$ cat config.mk
export PLATFORM = sky130hd
export DESIGN_NAME = lsr_exec
export DESIGN_NICKNAME = d
export VERILOG_FILES = /design/src/hdl/lsr_pkg.sv /design/src/hdl/lsr_exec.sv /design/src/hdl/lsr_addr.sv /design/src/hdl/lsr_alu.sv
export SDC_FILE = /design/constraint.sdc
export NUM_CORES = 1
export LEC_CHECK = 0
export ABC_AREA = 1
export BUFFER_PORTS_ARGS = -buffer_cell sky130_fd_sc_hd__buf_2
export CAP_MARGIN = 15
export CORE_MARGIN = 4
export CORE_UTILIZATION = 30
export CTS_CLUSTER_SIZE = 10
export DETAILED_ROUTE_END_ITERATION = 10
export HOLD_SLACK_MARGIN = 0.02
export MAX_ROUTING_LAYER = met4
export PLACE_DENSITY_LB_ADDON = 0.08
export RECOVER_POWER = 50
export SYNTH_ARGS = -nofsm -noshare
export SYNTH_HDL_FRONTEND = slang
export SYNTH_SLANG_ARGS = --single-unit
$ cat constraint.sdc
create_clock -name SYS_CLK -period 6.13 [get_ports SYS_CLK]
set_input_delay 0.9195 -clock SYS_CLK [delete_from_list [all_inputs] [get_ports SYS_CLK]]
set_output_delay 0.9195 -clock SYS_CLK [all_outputs]
set_load 0.01 [all_outputs]
$ cat src/hdl/lsr_pkg.sv
// Shared constants and types of the logic, stack and rotate execution block.
package lsr_pkg;

  // --------------------------------------------------------------------------
  // Opcodes
  // --------------------------------------------------------------------------
  localparam logic [7:0] OPC_OR_RN_BASE = 8'h48;
  localparam logic [7:0] OPC_OR_DIR = 8'h45;
  localparam logic [7:0] OPC_OR_IND_BASE = 8'h46;
  localparam logic [7:0] OPC_OR_IMM = 8'h44;
  localparam logic [7:0] OPC_OR_DIR_A = 8'h42;
  localparam logic [7:0] OPC_OR_DIR_IMM = 8'h43;
  localparam logic [7:0] OPC_OR_C_BIT = 8'h72;
  localparam logic [7:0] OPC_OR_C_NBIT = 8'hA0;
  localparam logic [7:0] OPC_POP = 8'hD0;
  localparam logic [7:0] OPC_PUSH = 8'hC0;
  localparam logic [7:0] OPC_RET = 8'h22;
  localparam logic [7:0] OPC_INTERRUPT_EXIT_OP = 8'h32;
  localparam logic [7:0] OPC_RL = 8'h23;
  localparam logic [7:0] OPC_RLC = 8'h33;
  localparam logic [7:0] OPC_RR = 8'h03;
  localparam logic [7:0] OPC_RRC = 8'h13;
  localparam logic [7:0] OPC_SET_BIT_OP_C = 8'hD3;
  localparam logic [7:0] OPC_SET_BIT_OP_BIT = 8'hD2;

  // --------------------------------------------------------------------------
  // Field layout and addresses
  // --------------------------------------------------------------------------
  localparam int REG_SEL_W = 3;
  localparam logic [7:0] SP_ADDR = 8'h81;
  localparam logic [7:0] ACC_ADDR = 8'hE0;
  localparam logic [3:0] BIT_AREA_HI = 4'h2;
  localparam logic [7:0] SP_RESET = 8'h07;
  localparam logic [7:0] ACC_RESET = 8'h00;
  localparam logic [15:0] PC_RESET = 16'h0000;

  // --------------------------------------------------------------------------
  // Instruction lengths in bytes
  // --------------------------------------------------------------------------
  localparam logic [15:0] LEN_1 = 16'h0001;
  localparam logic [15:0] LEN_2 = 16'h0002;
  localparam logic [15:0] LEN_3 = 16'h0003;

  // --------------------------------------------------------------------------
  // Instruction classes and sequencer states
  // --------------------------------------------------------------------------
  typedef enum logic [4:0] {
    CL_OR_RN = 5'h00, CL_OR_DIR = 5'h01, CL_OR_IND = 5'h02,
    CL_OR_IMM = 5'h03, CL_OR_DIR_A = 5'h04, CL_OR_DIR_IMM = 5'h05,
    CL_OR_C_BIT = 5'h06, CL_OR_C_NBIT = 5'h07, CL_POP = 5'h08,
    CL_PUSH = 5'h09, CL_RET = 5'h0A, CL_INTERRUPT_EXIT_OP = 5'h0B, CL_RL = 5'h0C,
    CL_RLC = 5'h0D, CL_RR = 5'h0E, CL_RRC = 5'h0F, CL_SET_BIT_OP_C = 5'h10,
    CL_SET_BIT_OP_BIT = 5'h11, CL_BAD = 5'h12
  } lsr_cls_t;

  typedef enum logic [2:0] {
    ST_IDLE = 3'h0, ST_PTR = 3'h1, ST_OPND = 3'h2, ST_STK2 = 3'h3,
    ST_WRITE = 3'h4
  } lsr_state_t;

endpackage : lsr_pkg

$ cat src/hdl/lsr_exec.sv
// Execution sequencer for the OR, stack, return, rotate and bit set group.
//
// How it works
// - OR into a port reads its output latch, flagged by the MEM_RMW strobe.
// - Opcode 0x48-0x4F ORs working register into accumulator.
// - 0x45 ORs direct byte, 0x46/0x47 OR indirect byte into accumulator.
// - 0x44 ORs immediate into accumulator; 0x42 ORs accumulator into direct.
// - 0x43 ORs third-byte mask into the direct byte of second byte.
// - 0x72 sets carry when addressed bit is one, else carry unchanged.
// - 0xA0 ORs inverted addressed bit into carry; bit itself untouched.
// - Pop reads RAM at stack pointer, decrements, writes direct byte.
// - Pop into the stack pointer decrements first, then loads popped value.
// - Push increments stack pointer then stores direct byte at it.
// - Return pops high then low program counter byte, decrementing each.
// - Interrupt return restores counter likewise and releases its level.
// - Interrupt return alters only counter, stack pointer, priority state.
// - After interrupt return one more instruction runs before vectoring.
// - Rotate left moves bit 7 into bit 0; carry untouched.
// - Rotate left through carry: bit 7 to carry, old carry to bit 0.
// - Rotate right moves bit 0 into bit 7; carry untouched.
// - Rotate right through carry: bit 0 to carry, old carry to bit 7.
// - Bit set forces carry (0xD3) or an addressed bit (0xD2) to one.
// - Byte OR forms store bitwise OR in destination, flags untouched.
`timescale 1ns/1ps
module lsr_exec (
  input wire logic SYS_CLK,
  input wire logic RST_N,
  input wire logic EXEC_START,
  input wire logic [7:0] EXEC_OPCODE,
  input wire logic [7:0] EXEC_OPND1,
  input wire logic [7:0] EXEC_OPND2,
  input wire logic [1:0] REG_BANK,
  input wire logic [7:0] MEM_RDATA,
  output logic [7:0] MEM_ADDR,
  output logic MEM_DIRECT,
  output logic MEM_RD,
  output logic MEM_RMW,
  output logic MEM_WR,
  output logic [7:0] MEM_WDATA,
  output logic EXEC_BUSY,
  output logic EXEC_DONE,
  output logic EXEC_ILLEGAL,
  output logic [7:0] ACC_Q,
  output logic CY_Q,
  output logic [7:0] SP_Q,
  output logic [15:0] PC_Q,
  output logic PRIO_RELEASE,
  output logic IRQ_DEFER
);

  // --------------------------------------------------------------------------
  // State
  // --------------------------------------------------------------------------
  lsr_pkg::lsr_state_t state_ff, nxt_state;
  lsr_pkg::lsr_cls_t cls_ff, nxt_cls, dec_cls, alu_cls;
  logic [7:0] op1_ff, nxt_op1, op2_ff, nxt_op2;
  logic [7:0] acc_ff, nxt_acc, sp_ff, nxt_sp, pch_ff, nxt_pch;
  logic cy_ff, nxt_cy;
  logic [15:0] pc_ff, nxt_pc, dec_len;
  logic [7:0] addr_ff, nxt_addr, wdata_ff, nxt_wdata;
  logic direct_ff, nxt_direct, rd_ff, nxt_rd, rmw_ff, nxt_rmw;
  logic wr_ff, nxt_wr, busy_ff, nxt_busy, done_ff, nxt_done;
  logic bad_ff, nxt_bad, prel_ff, nxt_prel, defer_ff, nxt_defer;

  logic [7:0] op1_sel, op2_sel, reg_addr, bit_byte, rd_val, alu_res;
  logic [7:0] w_addr;
  logic [2:0] bit_idx, reg_sel;
  logic alu_cy;

  // --------------------------------------------------------------------------
  // Decode of the incoming opcode into a class and a length.
  // --------------------------------------------------------------------------
  always_comb begin
    dec_cls = lsr_pkg::CL_BAD;
    dec_len = lsr_pkg::LEN_1;
    if ((EXEC_OPCODE & 8'hF8) == lsr_pkg::OPC_OR_RN_BASE) begin
      dec_cls = lsr_pkg::CL_OR_RN;
    end else if ((EXEC_OPCODE & 8'hFE) == lsr_pkg::OPC_OR_IND_BASE) begin
      dec_cls = lsr_pkg::CL_OR_IND;
    end else begin
      case (EXEC_OPCODE)
        lsr_pkg::OPC_OR_DIR: begin
          dec_cls = lsr_pkg::CL_OR_DIR;
          dec_len = lsr_pkg::LEN_2;
        end
        lsr_pkg::OPC_OR_IMM: begin
          dec_cls = lsr_pkg::CL_OR_IMM;
          dec_len = lsr_pkg::LEN_2;
        end
        lsr_pkg::OPC_OR_DIR_A: begin
          dec_cls = lsr_pkg::CL_OR_DIR_A;
          dec_len = lsr_pkg::LEN_2;
        end
        lsr_pkg::OPC_OR_DIR_IMM: begin
          dec_cls = lsr_pkg::CL_OR_DIR_IMM;
          dec_len = lsr_pkg::LEN_3;
        end
        lsr_pkg::OPC_OR_C_BIT: begin
          dec_cls = lsr_pkg::CL_OR_C_BIT;
          dec_len = lsr_pkg::LEN_2;
        end
        lsr_pkg::OPC_OR_C_NBIT: begin
          dec_cls = lsr_pkg::CL_OR_C_NBIT;
          dec_len = lsr_pkg::LEN_2;
        end
        lsr_pkg::OPC_POP: begin
          dec_cls = lsr_pkg::CL_POP;
          dec_len = lsr_pkg::LEN_2;
        end
        lsr_pkg::OPC_PUSH: begin
          dec_cls = lsr_pkg::CL_PUSH;
          dec_len = lsr_pkg::LEN_2;
        end
        lsr_pkg::OPC_RET: dec_cls = lsr_pkg::CL_RET;
        lsr_pkg::OPC_INTERRUPT_EXIT_OP: dec_cls = lsr_pkg::CL_INTERRUPT_EXIT_OP;
        lsr_pkg::OPC_RL: dec_cls = lsr_pkg::CL_RL;
        lsr_pkg::OPC_RLC: dec_cls = lsr_pkg::CL_RLC;
        lsr_pkg::OPC_RR: dec_cls = lsr_pkg::CL_RR;
        lsr_pkg::OPC_RRC: dec_cls = lsr_pkg::CL_RRC;
        lsr_pkg::OPC_SET_BIT_OP_C: dec_cls = lsr_pkg::CL_SET_BIT_OP_C;
        lsr_pkg::OPC_SET_BIT_OP_BIT: begin
          dec_cls = lsr_pkg::CL_SET_BIT_OP_BIT;
          dec_len = lsr_pkg::LEN_2;
        end
        default: dec_cls = lsr_pkg::CL_BAD;
      endcase
    end
  end

  // --------------------------------------------------------------------------
  // Operand steering and helpers
  // --------------------------------------------------------------------------
  // In idle the ALU sees the incoming instruction so one-cycle forms finish
  // without a second pass through the sequencer.
  assign alu_cls = (state_ff == lsr_pkg::ST_IDLE) ? dec_cls : cls_ff;
  assign op1_sel = (state_ff == lsr_pkg::ST_IDLE) ? EXEC_OPND1 : op1_ff;
  assign op2_sel = (state_ff == lsr_pkg::ST_IDLE) ? EXEC_OPND2 : op2_ff;
  // Indirect forms only ever point through the first two registers.
  assign reg_sel = (state_ff != lsr_pkg::ST_IDLE) ? 3'h0 :
                   (dec_cls == lsr_pkg::CL_OR_IND) ? {2'h0, EXEC_OPCODE[0]} :
                   EXEC_OPCODE[2:0];
  // Stack pointer and accumulator are held here, so their direct addresses
  // are served locally rather than from the outside bus.
  assign rd_val = (direct_ff && addr_ff == lsr_pkg::SP_ADDR) ? sp_ff :
                  (direct_ff && addr_ff == lsr_pkg::ACC_ADDR) ? acc_ff :
                  MEM_RDATA;
  assign w_addr = (cls_ff == lsr_pkg::CL_SET_BIT_OP_BIT) ? bit_byte : op1_ff;

  lsr_addr u_addr (
    .bank(REG_BANK),
    .reg_sel(reg_sel),
    .bit_addr(op1_sel),
    .reg_addr(reg_addr),
    .bit_byte(bit_byte),
    .bit_idx(bit_idx)
  );

  lsr_alu u_alu (
    .cls(alu_cls),
    .acc(acc_ff),
    .cy(cy_ff),
    .opnd(rd_val),
    .op1(op1_sel),
    .op2(op2_sel),
    .bit_idx(bit_idx),
    .res(alu_res),
    .res_cy(alu_cy)
  );

  // --------------------------------------------------------------------------
  // Sequencer next state
  // --------------------------------------------------------------------------
  always_comb begin
    nxt_state = state_ff;
    nxt_cls = cls_ff;
    nxt_op1 = op1_ff;
    nxt_op2 = op2_ff;
    nxt_acc = acc_ff;
    nxt_cy = cy_ff;
    nxt_sp = sp_ff;
    nxt_pch = pch_ff;
    nxt_pc = pc_ff;
    nxt_addr = addr_ff;
    nxt_wdata = wdata_ff;
    nxt_direct = direct_ff;
    nxt_rd = 1'b0;
    nxt_rmw = 1'b0;
    nxt_wr = 1'b0;
    nxt_done = 1'b0;
    nxt_bad = 1'b0;
    nxt_prel = 1'b0;
    nxt_defer = defer_ff;
    nxt_busy = busy_ff;
    case (state_ff)
      lsr_pkg::ST_IDLE: begin
        if (EXEC_START) begin
          nxt_cls = dec_cls;
          nxt_op1 = EXEC_OPND1;
          nxt_op2 = EXEC_OPND2;
          nxt_pc = pc_ff + dec_len;
          nxt_busy = 1'b1;
          nxt_rd = 1'b1;
          nxt_direct = 1'b1;
          nxt_addr = EXEC_OPND1;
          nxt_state = lsr_pkg::ST_OPND;
          case (dec_cls)
            lsr_pkg::CL_OR_RN: nxt_direct = 1'b0;
            lsr_pkg::CL_OR_DIR: nxt_direct = 1'b1;
            lsr_pkg::CL_OR_IND: begin
              nxt_direct = 1'b0;
              nxt_addr = reg_addr;
              nxt_state = lsr_pkg::ST_PTR;
            end
            lsr_pkg::CL_OR_DIR_A,
            lsr_pkg::CL_OR_DIR_IMM: nxt_rmw = 1'b1;
            lsr_pkg::CL_SET_BIT_OP_BIT: begin
              nxt_rmw = 1'b1;
              nxt_addr = bit_byte;
            end
            lsr_pkg::CL_OR_C_BIT,
            lsr_pkg::CL_OR_C_NBIT: nxt_addr = bit_byte;
            lsr_pkg::CL_POP, lsr_pkg::CL_RET, lsr_pkg::CL_INTERRUPT_EXIT_OP: begin
              nxt_direct = 1'b0;
              nxt_addr = sp_ff;
            end
            lsr_pkg::CL_PUSH: nxt_sp = sp_ff + 8'h01;
            default: begin
              // One-cycle forms and illegal opcodes finish here.
              nxt_rd = 1'b0;
              nxt_busy = 1'b0;
              nxt_state = lsr_pkg::ST_IDLE;
              nxt_acc = alu_res;
              nxt_cy = alu_cy;
              nxt_done = 1'b1;
              nxt_bad = (dec_cls == lsr_pkg::CL_BAD);
              nxt_defer = 1'b0;
            end
          endcase
          if (dec_cls == lsr_pkg::CL_OR_RN) begin
            nxt_addr = reg_addr;
          end
        end
      end
      lsr_pkg::ST_PTR: begin
        // The pointer register value becomes the indirect address.
        nxt_rd = 1'b1;
        nxt_addr = rd_val;
        nxt_state = lsr_pkg::ST_OPND;
      end
      lsr_pkg::ST_OPND: begin
        nxt_state = lsr_pkg::ST_IDLE;
        nxt_done = 1'b1;
        case (cls_ff)
          lsr_pkg::CL_OR_C_BIT,
          lsr_pkg::CL_OR_C_NBIT: nxt_cy = alu_cy;
          lsr_pkg::CL_PUSH: begin
            nxt_direct = 1'b0;
            nxt_addr = sp_ff;
            nxt_wdata = rd_val;
            nxt_wr = 1'b1;
            nxt_done = 1'b0;
            nxt_state = lsr_pkg::ST_WRITE;
          end
          lsr_pkg::CL_RET, lsr_pkg::CL_INTERRUPT_EXIT_OP: begin
            nxt_pch = rd_val;
            nxt_sp = sp_ff - 8'h01;
            nxt_addr = sp_ff - 8'h01;
            nxt_rd = 1'b1;
            nxt_done = 1'b0;
            nxt_state = lsr_pkg::ST_STK2;
          end
          lsr_pkg::CL_POP, lsr_pkg::CL_OR_DIR_A,
          lsr_pkg::CL_OR_DIR_IMM, lsr_pkg::CL_SET_BIT_OP_BIT: begin
            if (cls_ff == lsr_pkg::CL_POP) begin
              nxt_sp = sp_ff - 8'h01;
              nxt_wdata = rd_val;
            end else begin
              nxt_wdata = alu_res;
            end
            // Writes to locally held registers land here; a pop into the
            // stack pointer overrides the decrement above.
            if (w_addr == lsr_pkg::SP_ADDR) begin
              nxt_sp = nxt_wdata;
            end else if (w_addr == lsr_pkg::ACC_ADDR) begin
              nxt_acc = nxt_wdata;
            end else begin
              nxt_direct = 1'b1;
              nxt_addr = w_addr;
              nxt_wr = 1'b1;
              nxt_done = 1'b0;
              nxt_state = lsr_pkg::ST_WRITE;
            end
          end
          default: nxt_acc = alu_res;
        endcase
      end
      lsr_pkg::ST_STK2: begin
        // Only counter, stack pointer, priority release and the defer flag change here.
        nxt_pc = {pch_ff, rd_val};
        nxt_sp = sp_ff - 8'h01;
        nxt_done = 1'b1;
        nxt_prel = (cls_ff == lsr_pkg::CL_INTERRUPT_EXIT_OP);
        nxt_state = lsr_pkg::ST_IDLE;
      end
      lsr_pkg::ST_WRITE: begin
        nxt_done = 1'b1;
        nxt_state = lsr_pkg::ST_IDLE;
      end
      default: nxt_state = lsr_pkg::ST_IDLE;
    endcase
    // The defer window opens when an interrupt return completes and closes
    // when the following instruction completes.
    if (nxt_done && state_ff != lsr_pkg::ST_IDLE) begin
      nxt_busy = 1'b0;
      nxt_defer = (state_ff == lsr_pkg::ST_STK2)
                  && (cls_ff == lsr_pkg::CL_INTERRUPT_EXIT_OP);
    end
  end

  // --------------------------------------------------------------------------
  // Registers
  // --------------------------------------------------------------------------
  always_ff @(posedge SYS_CLK or negedge RST_N) begin
    if (!RST_N) begin
      state_ff <= lsr_pkg::ST_IDLE;
      cls_ff <= lsr_pkg::CL_BAD;
      op1_ff <= 8'h00;
      op2_ff <= 8'h00;
      acc_ff <= lsr_pkg::ACC_RESET;
      cy_ff <= 1'b0;
      sp_ff <= lsr_pkg::SP_RESET;
      pch_ff <= 8'h00;
      pc_ff <= lsr_pkg::PC_RESET;
      addr_ff <= 8'h00;
      wdata_ff <= 8'h00;
      direct_ff <= 1'b0;
      rd_ff <= 1'b0;
      rmw_ff <= 1'b0;
      wr_ff <= 1'b0;
      busy_ff <= 1'b0;
      done_ff <= 1'b0;
      bad_ff <= 1'b0;
      prel_ff <= 1'b0;
      defer_ff <= 1'b0;
    end else begin
      state_ff <= nxt_state;
      cls_ff <= nxt_cls;
      op1_ff <= nxt_op1;
      op2_ff <= nxt_op2;
      acc_ff <= nxt_acc;
      cy_ff <= nxt_cy;
      sp_ff <= nxt_sp;
      pch_ff <= nxt_pch;
      pc_ff <= nxt_pc;
      addr_ff <= nxt_addr;
      wdata_ff <= nxt_wdata;
      direct_ff <= nxt_direct;
      rd_ff <= nxt_rd;
      rmw_ff <= nxt_rmw;
      wr_ff <= nxt_wr;
      busy_ff <= nxt_busy;
      done_ff <= nxt_done;
      bad_ff <= nxt_bad;
      prel_ff <= nxt_prel;
      defer_ff <= nxt_defer;
    end
  end

  // --------------------------------------------------------------------------
  // Outputs, all straight from flip-flops.
  // --------------------------------------------------------------------------
  assign MEM_ADDR = addr_ff;
  assign MEM_DIRECT = direct_ff;
  assign MEM_RD = rd_ff;
  assign MEM_RMW = rmw_ff;
  assign MEM_WR = wr_ff;
  assign MEM_WDATA = wdata_ff;
  assign EXEC_BUSY = busy_ff;
  assign EXEC_DONE = done_ff;
  assign EXEC_ILLEGAL = bad_ff;
  assign ACC_Q = acc_ff;
  assign CY_Q = cy_ff;
  assign SP_Q = sp_ff;
  assign PC_Q = pc_ff;
  assign PRIO_RELEASE = prel_ff;
  assign IRQ_DEFER = defer_ff;

endmodule : lsr_exec

$ cat src/hdl/lsr_addr.sv
// Address forming for working registers and addressable bits.
`timescale 1ns/1ps
module lsr_addr (
  input wire logic [1:0] bank,
  input wire logic [2:0] reg_sel,
  input wire logic [7:0] bit_addr,
  output logic [7:0] reg_addr,
  output logic [7:0] bit_byte,
  output logic [2:0] bit_idx
);

  // --------------------------------------------------------------------------
  // Working register and bit byte addresses
  // --------------------------------------------------------------------------
  // Registers sit in eight-byte banks at the bottom of internal RAM.
  assign reg_addr = {3'h0, bank, reg_sel};
  // Low bit addresses live in the bit area, high ones in registers whose
  // address is a multiple of eight.
  assign bit_byte = bit_addr[7] ? {bit_addr[7:3], 3'h0}
                                : {lsr_pkg::BIT_AREA_HI, bit_addr[6:3]};
  assign bit_idx = bit_addr[2:0];

endmodule : lsr_addr

$ cat src/hdl/lsr_alu.sv
// Byte and carry operations: OR forms, rotates and bit set.
`timescale 1ns/1ps
module lsr_alu (
  input wire lsr_pkg::lsr_cls_t cls,
  input wire logic [7:0] acc,
  input wire logic cy,
  input wire logic [7:0] opnd,
  input wire logic [7:0] op1,
  input wire logic [7:0] op2,
  input wire logic [2:0] bit_idx,
  output logic [7:0] res,
  output logic res_cy
);

  logic [7:0] mask;
  logic sel_bit;

  // --------------------------------------------------------------------------
  // Bit selection
  // --------------------------------------------------------------------------
  // One decoder term per bit position of the addressed byte.
  genvar g;
  generate
    for (g = 0; g < 8; g++) begin : g_mask
      assign mask[g] = (bit_idx == 3'(g));
    end
  endgenerate
  assign sel_bit = |(opnd & mask);

  // --------------------------------------------------------------------------
  // Result; carry is held unless the operation names it.
  // --------------------------------------------------------------------------
  always_comb begin
    res = acc;
    res_cy = cy;
    case (cls)
      lsr_pkg::CL_OR_RN,
      lsr_pkg::CL_OR_DIR,
      lsr_pkg::CL_OR_IND: res = acc | opnd;
      lsr_pkg::CL_OR_IMM: res = acc | op1;
      lsr_pkg::CL_OR_DIR_A: res = opnd | acc;
      lsr_pkg::CL_OR_DIR_IMM: res = opnd | op2;
      lsr_pkg::CL_OR_C_BIT: res_cy = cy | sel_bit;
      lsr_pkg::CL_OR_C_NBIT: res_cy = cy | ~sel_bit;
      lsr_pkg::CL_RL: res = {acc[6:0], acc[7]};
      lsr_pkg::CL_RLC: begin
        res = {acc[6:0], cy};
        res_cy = acc[7];
      end
      lsr_pkg::CL_RR: res = {acc[0], acc[7:1]};
      lsr_pkg::CL_RRC: begin
        res = {cy, acc[7:1]};
        res_cy = acc[0];
      end
      lsr_pkg::CL_SET_BIT_OP_C: res_cy = 1'b1;
      lsr_pkg::CL_SET_BIT_OP_BIT: res = opnd | mask;
      default: begin
        res = acc;
        res_cy = cy;
      end
    endcase
  end

endmodule : lsr_alu

# Word level (Yosys, flattened, before mapping)
# Cells that the tools add are included.
[totals]
regBits = 90
output_inout_bits = 58
[classes]
n_addsub = 3
eq_ne = 80
mux = 84
n_bitwise = 8
reduce_logical = 42
[op_table]
columns = ["op", "count"]
rows = [
  ["2-to-1 mux 8 bit", 19],
  ["case mux 8 bit (3 select lines)", 4],
  ["case mux 5 bit (16 select lines)", 1],
  ["equality test 8 bit (second input constant)", 9],
  ["equality test 5 x 4 -> 1 bit (second input constant)", 13],
  ["case mux 8 bit (2 select lines)", 4],
  ["case mux 8 bit (8 select lines)", 1],
  ["equality test 5 x 3 -> 1 bit (second input constant)", 12],
  ["equality test 8 x 7 -> 1 bit (second input constant)", 5],
  ["equality test 8 x 6 -> 1 bit (second input constant)", 4],
  ["2-to-1 mux 16 bit", 2],
  ["bitwise OR 8 bit", 4],
  ["case mux 16 bit (2 select lines)", 1],
  ["2-to-1 mux 1 bit", 31],
  ["equality test 5 bit (second input constant)", 5],
  ["case mux 3 bit (3 select lines)", 2],
  ["adder 16 bit", 1],
  ["OR reduction 8 bit", 2],
  ["equality test 3 bit (second input constant)", 5],
  ["equality test 5 x 2 -> 1 bit (second input constant)", 3],
  ["2-to-1 mux 3 bit", 5],
  ["2-to-1 mux 5 bit", 3],
  ["AND reduction 5 bit", 3],
  ["equality test 3 x 2 -> 1 bit (second input constant)", 4],
  ["36 further kinds", 74],
]

# Logic depth before layout (Yosys ltp)
[logic_depth]
depth_word = 13
depth_mapped = 23

# By module
# Synthesis repeated with hierarchy kept, for this count alone.
[unflattened]
cells_unflattened = 1266
hier_area_um2 = 7801.2
[modules_own_cells]
columns = ["module", "instances", "cells_per_inst", "area_per_inst_um2", "seq_area_each_um2"]
rows = [
  ["lsr_exec", 1, 1059, 6747.7, 2258.4],
  ["lsr_alu", 1, 178, 892.1, 0.0],
  ["lsr_addr", 1, 29, 161.4, 0.0],
]

# Least setup slack after synthesis
# OpenSTA, ideal clock, no wires.
[synth_path]
kind = "input-to-reg"
startpoint = "input EXEC_OPCODE[2]"
endpoint = "register pc_ff[14] (netlist: PC_Q[14])"
setup_time_ns = 0.143
t_arrival_ns = 3.323
t_required_ns = 5.987
path_slack_ns = 2.664
cell_stages = 19
path_buffers = 0
cell_sequence = "inv_2 > nand2_2 > nor2_2 > nand2_1 > nand2_2 > a2111oi_0 > ha_1 > inv_1 > fa_1 > nor2_1 > nand2_1 > nor2_1 > inv_1 > nor3_1 > inv_1 > nor4_1 > xor2_1 > nand2_1 > o221ai_1"
[synth_between]
elab_chain_cells = 8
elab_cells_between_ends = 17
[synth_lines]
columns = ["element", "line_no", "rtl"]
rows = [
  ["from (decl)", "lsr_exec.sv:29", "input wire logic [7:0] EXEC_OPCODE,"],
  ["equality test 8 bit or equality test 8 x 7 -> 1 bit (tied branches)", "lsr_exec.sv:81", "case (EXEC_OPCODE)"],
  ["OR reduction 8 bit (no line)", "--", ""],
  ["case mux 2 bit (2 select lines)", "lsr_exec.sv:81", ""],
  ["2-to-1 mux 2 bit *", "lsr_exec.sv:78", "end else if ((EXEC_OPCODE & 8'hFE) == lsr_pkg::OPC_OR_IND_BASE) begin"],
  ["2-to-1 mux 16 bit *", "lsr_exec.sv:76", "if ((EXEC_OPCODE & 8'hF8) == lsr_pkg::OPC_OR_RN_BASE) begin"],
  ["adder 16 bit *", "lsr_exec.sv:200", "nxt_pc = pc_ff + dec_len;"],
  ["2-to-1 mux 16 bit *", "lsr_exec.sv:196", "if (EXEC_START) begin"],
  ["case mux 16 bit (2 select lines) *", "lsr_exec.sv:194", "case (state_ff)"],
  ["to (signal assigned)", "lsr_exec.sv:333", "pc_ff <= lsr_pkg::PC_RESET;"],
  ["to (signal assigned)", "lsr_exec.sv:354", "pc_ff <= nxt_pc;"],
  ["to (decl)", "lsr_exec.sv:59", "logic [15:0] pc_ff, nxt_pc, dec_len;"],
]
# Mark *: on every way between the ends. The rest lies on a longest branch, timed or not. The select of a mux whose other input is x is not followed.
# A chain may end at the register's enable or synchronous reset.

# Worst setup path in the final report
[layout_path]
startpoint = "register cls_ff[3]"
endpoint = "register acc_ff[3] (netlist: ACC_Q[3])"
[layout_between]
elab_chain_cells = 9
elab_cells_between_ends = 39
[layout_lines]
columns = ["element", "line_no", "rtl"]
rows = [
  ["from (decl)", "lsr_exec.sv:55", "lsr_pkg::lsr_cls_t cls_ff, nxt_cls, dec_cls, alu_cls;"],
  ["from (signal assigned)", "lsr_exec.sv:326", "cls_ff <= lsr_pkg::CL_BAD;"],
  ["from (signal assigned)", "lsr_exec.sv:347", "cls_ff <= nxt_cls;"],
  ["2-to-1 mux 5 bit", "lsr_exec.sv:135", "assign alu_cls = (state_ff == lsr_pkg::ST_IDLE) ? dec_cls : cls_ff;"],
  ["equality test 5 x 1 -> 1 bit, or another cell as far along", "lsr_alu.sv:36", "case (cls)"],
  ["OR reduction 4 bit (no line)", "--", ""],
  ["case mux 8 bit (8 select lines)", "lsr_alu.sv:36", ""],
  ["2-to-1 mux 8 bit", "lsr_exec.sv:274", "if (cls_ff == lsr_pkg::CL_POP) begin"],
  ["2-to-1 mux 8 bit", "lsr_exec.sv:284", "end else if (w_addr == lsr_pkg::ACC_ADDR) begin"],
  ["2-to-1 mux 8 bit", "lsr_exec.sv:282", "if (w_addr == lsr_pkg::SP_ADDR) begin"],
  ["case mux 8 bit (2 select lines)", "lsr_exec.sv:253", "case (cls_ff)"],
  ["case mux 8 bit (2 select lines)", "lsr_exec.sv:194", ""],
  ["to (signal assigned)", "lsr_exec.sv:329", "acc_ff <= lsr_pkg::ACC_RESET;"],
  ["to (signal assigned)", "lsr_exec.sv:350", "acc_ff <= nxt_acc;"],
  ["to (decl)", "lsr_exec.sv:57", "logic [7:0] acc_ff, nxt_acc, sp_ff, nxt_sp, pch_ff, nxt_pch;"],
]
# Several ways; a longest one is shown, not always the timed one. The select of a mux whose other input is x is not followed.

==> impl_metrics.json <==
{
  "path_max_fanout": 18,
  "synth_edf_count": 0,
  "syn_inst": 1069,
  "area_growth_syn_to_layout_pct": 14.6,
  "core.rowCount": 55,
  "timing.critical_path.cells": "inv_2, nor2_1, inv_1, nor3_1, inv_2, nor2_2, inv_2, nand3_2, nand2_1, inv_1, nand2_1, nand3_1, inv_1, o211ai_1, nand2_1",
  "power-per-cell-area_nw_per_um2": 283,
  "grt_setup_unrepaired": "false",
  "groute.usage.overall_pct": 21.5,
  "violations": "max-capacitance violations, max-slew violations",
  "congestion_overflow_gr": 0,
  "diodes": 0,
  "design.portCount": 95,
  "overall_power_consumption_mw": 2.28,
  "post_cts_resized": 0,
  "cts_inserted_buffers": 9,
  "fill_cells": 2616,
  "synth_most_common_cell": "nand2_1",
  "reg2reg_from": "cls_ff[3]$_DFFE_PN0P_",
  "vias": 7521,
  "cpLargestDelayFamily": "simple AND/OR/NAND/NOR gates",
  "synthFlopType": "dfrtp_1",
  "finalCritPeriodShare_pct": 59.9,
  "ir_worst_vdd_uv": 134,
  "floorplan.die.height_microns": 161,
  "placeableCoreArea_sq_um": 22800,
  "clock_path_buffers": 2,
  "finalWirelength_microns": 27400,
  "ctsHtreeMaxLevel": 3,
  "finalMaxSlewViolations": 43,
  "worst-r2r-cell-count": 15,
  "postCtsSetupRepairBufs": 0,
  "number_of_antenna_violations_at_the_first_check_in_global_routing": 0,
  "post-route-drc-count": 0,
  "tritoncts": "yes",
  "first_global_vias": 7223,
  "dpl.hpwl_microns": 21200,
  "timing.setup.tns_ns": 0,
  "drive_above_1_share_pct": 13.6,
  "route.detailed.vias_per_inst": 5.11,
  "critical_path.max_stage_delay_ns": 0.52,
  "finalSetupViolCount": 0,
  "crit_path_end_kind": "register",
  "timing.fmax_ghz": 0.272,
  "r2r_setup_slack_ns": 2.46,
  "finalHoldViolations": 0,
  "yosysTopAreaCell": "dfrtp_1",
  "effective_utilization_at_floorplan_pct": 30.8,
  "cp-start-kind": "register",
  "port-buffer-count": 94,
  "grt_max_degree": 50,
  "post_synth_most_frequent_cells": "nand2_1, nor2_1, inv_1",
  "nets": 1195,
  "synth_area_leaders": "dfrtp_1, nand2_1, nor2_1, o21ai_0, nand3_1",
  "die-width_microns": 161,
  "synth-async-reset-ratio_pct": 100,
  "grt_pass1_wl_microns": 42300,
  "crit_cells": 15,
  "required_ns": 6.37,
  "final.min_clock_period_ns": 3.67,
  "gp_congestion": 0.920,
  "worst-path-buf-inv": 6,
  "yosys_warnings": 0,
  "clock-root-buffer": "clkbuf_16",
  "yosys_register_bits": 90,
  "synth.distinct_cells": 57,
  "worst_skew_pair.late_latency_ns": 0.36,
  "cts.sink_count": 90,
  "first_pass_iters": 5,
  "setup.worst_path.start": "cls_ff[3]$_DFFE_PN0P_",
  "worst_relative_slew_slack_pct": -62.6,
  "max_slew.worst_pin.slew_ns": 2.44,
  "avgSynthCellArea_sq_um": 6.58,
  "post_synth_instance_area_sq_um": 7030,
  "synth_seq_area_share_pct": 32.1,
  "routed_wirelength_normalized_by_instance_count_microns": 18.6,
  "outcome": "finished, violations left",
  "r2r-end": "ACC_Q[3]$_DFFE_PN0P_",
  "clkTransAtPathRegs_ns": 0.07,
  "timing.critical_path.to": "ACC_Q[3]$_DFFE_PN0P_",
  "hp-class": "reg -> reg",
  "critical-path-slowest-cell": "inv_1",
  "cts_hold_buffers": 0,
  "postSynthNetCount": 1111,
  "timing_worst_setup_path_type": "reg -> reg",
  "power.leakage_nw": 3.74,
  "timing.critical_path.arrival_ns": 3.92,
  "synth_top_area_share_pct": 30.3,
  "detail-route-antenna-nets": 0,
  "fin_worst_skew_ns": 0.0118,
  "max_cap_viol_count": 1,
  "floorplan.die_area_sq_um": 25900,
  "drt-initial-drc-count": 486
}
layout by cell type, fill, tap and decap left out, types with 4 or more instances in the layout:
cell type	n
nand2_1	271
nor2_1	124
inv_1	111
o21ai_0	90
dfrtp_1	85
nand3_1	84
buf_2	56
a21oi_1	43
clkbuf_1	39
o21ai_1	23
o211ai_1	23
nor3_1	21
inv_2	17
nand2_2	14
nor2_2	13
xor2_1	13
clkbuf_16	9
nand3_2	8
o221ai_1	8
o22ai_1	8
a31oi_1	7
clkinv_1	6
a22oi_1	6
dfstp_2	5
o21a_1	5
nand4_1	5
buf_4	5
nor2_4	4
nand2_4	4
ha_1	4
per-stage QoR:
step / hold WS [ns] / instance area (sq um) / utilization [%] / worst slack (ns) / instances
after floorplan: 0.449 / 7030 / - / 2.66 / 1069
after global placement: 0.464 / 7810 / 34.2 / 2.23 / 1455
after detailed placement: 0.467 / 7810 / 34.2 / 2.18 / 1455
after CTS: 0.486 / 8110 / 35.5 / 2.51 / 1471
after global routing: 0.516 / 8060 / 35.3 / 1.81 / 1471
final: 0.487 / 8060 / 35.3 / 2.46 / 1471
metal layers:
metal	up-vias	track usage (%)	wire (microns)
met5	-	-	0
li1	3725	-	-
met4	0	5.35	624
met1	3537	29.8	13300
met2	220	33.4	12300
met3	39	2.76	1220
worst min-delay path, stage by stage (launching register included):
cell,delay (ns)
dfrtp_1,0.35
nand2_1,0.06
nand2_1,0.05
cell families (layout without fill, tap and decap cells):
group           Yosys count  count (layout)  synth area share (%)
simple gates            560             560                  35.7
compound gates          238             238                  20.3
buf+inv                 162             251                  9.08
flops                    90              90                  32.1
xor+xnor                 14              14                  1.74
fa+ha+maj                 5               5                 0.997
registers in the layout (all words and copies together) (netlist names), 8 cells and up:
register	flops
pch_ff	8
op2_ff	8
PC_Q	16
MEM_ADDR	8
MEM_WDATA	8
ACC_Q	8
op1_ff	8
SP_Q	8
how the worst min path moves through the flow:
stage	start	to	slack, ns	cells after the start
6_report	MEM_WDATA[4]$_DFFE_PN0P_	MEM_WDATA[4]$_DFFE_PN0P_	0.49	2
5_1_grt	MEM_WDATA[4]$_DFFE_PN0P_	MEM_WDATA[4]$_DFFE_PN0P_	0.52	2
4_1_cts	MEM_WDATA[4]$_DFFE_PN0P_	MEM_WDATA[4]$_DFFE_PN0P_	0.49	2
3_5_place_dp	MEM_WDATA[4]$_DFFE_PN0P_	MEM_WDATA[4]$_DFFE_PN0P_	0.47	2
3_3_place_gp	MEM_WDATA[4]$_DFFE_PN0P_	MEM_WDATA[4]$_DFFE_PN0P_	0.46	2
2_1_floorplan	pch_ff[4]$_DFFE_PN0P_	PC_Q[12]$_DFFE_PN0P_	0.45	2
power breakdown:
group	internal (mW)	leakage, nW	total, mW	switching [mW]
Combinational	0.262	2.55	0.787	0.525
Sequential	0.708	1.05	0.899	0.190
Clock	0.323	0.149	0.596	0.273
Total	1.29	3.74	2.28	0.988
area by class of cell:
cell class	instances	area, sq um	area share [%]
clock inverters	6	72.6	0.900
flip-flops and latches	90	2260	28.0
well taps	313	392	4.86
clock buffers	10	229	2.84
repair buffers	100	465	5.77
inverters	135	509	6.32
multi-input cells	817	4130	51.3
(Power assumes the default switching activity.)
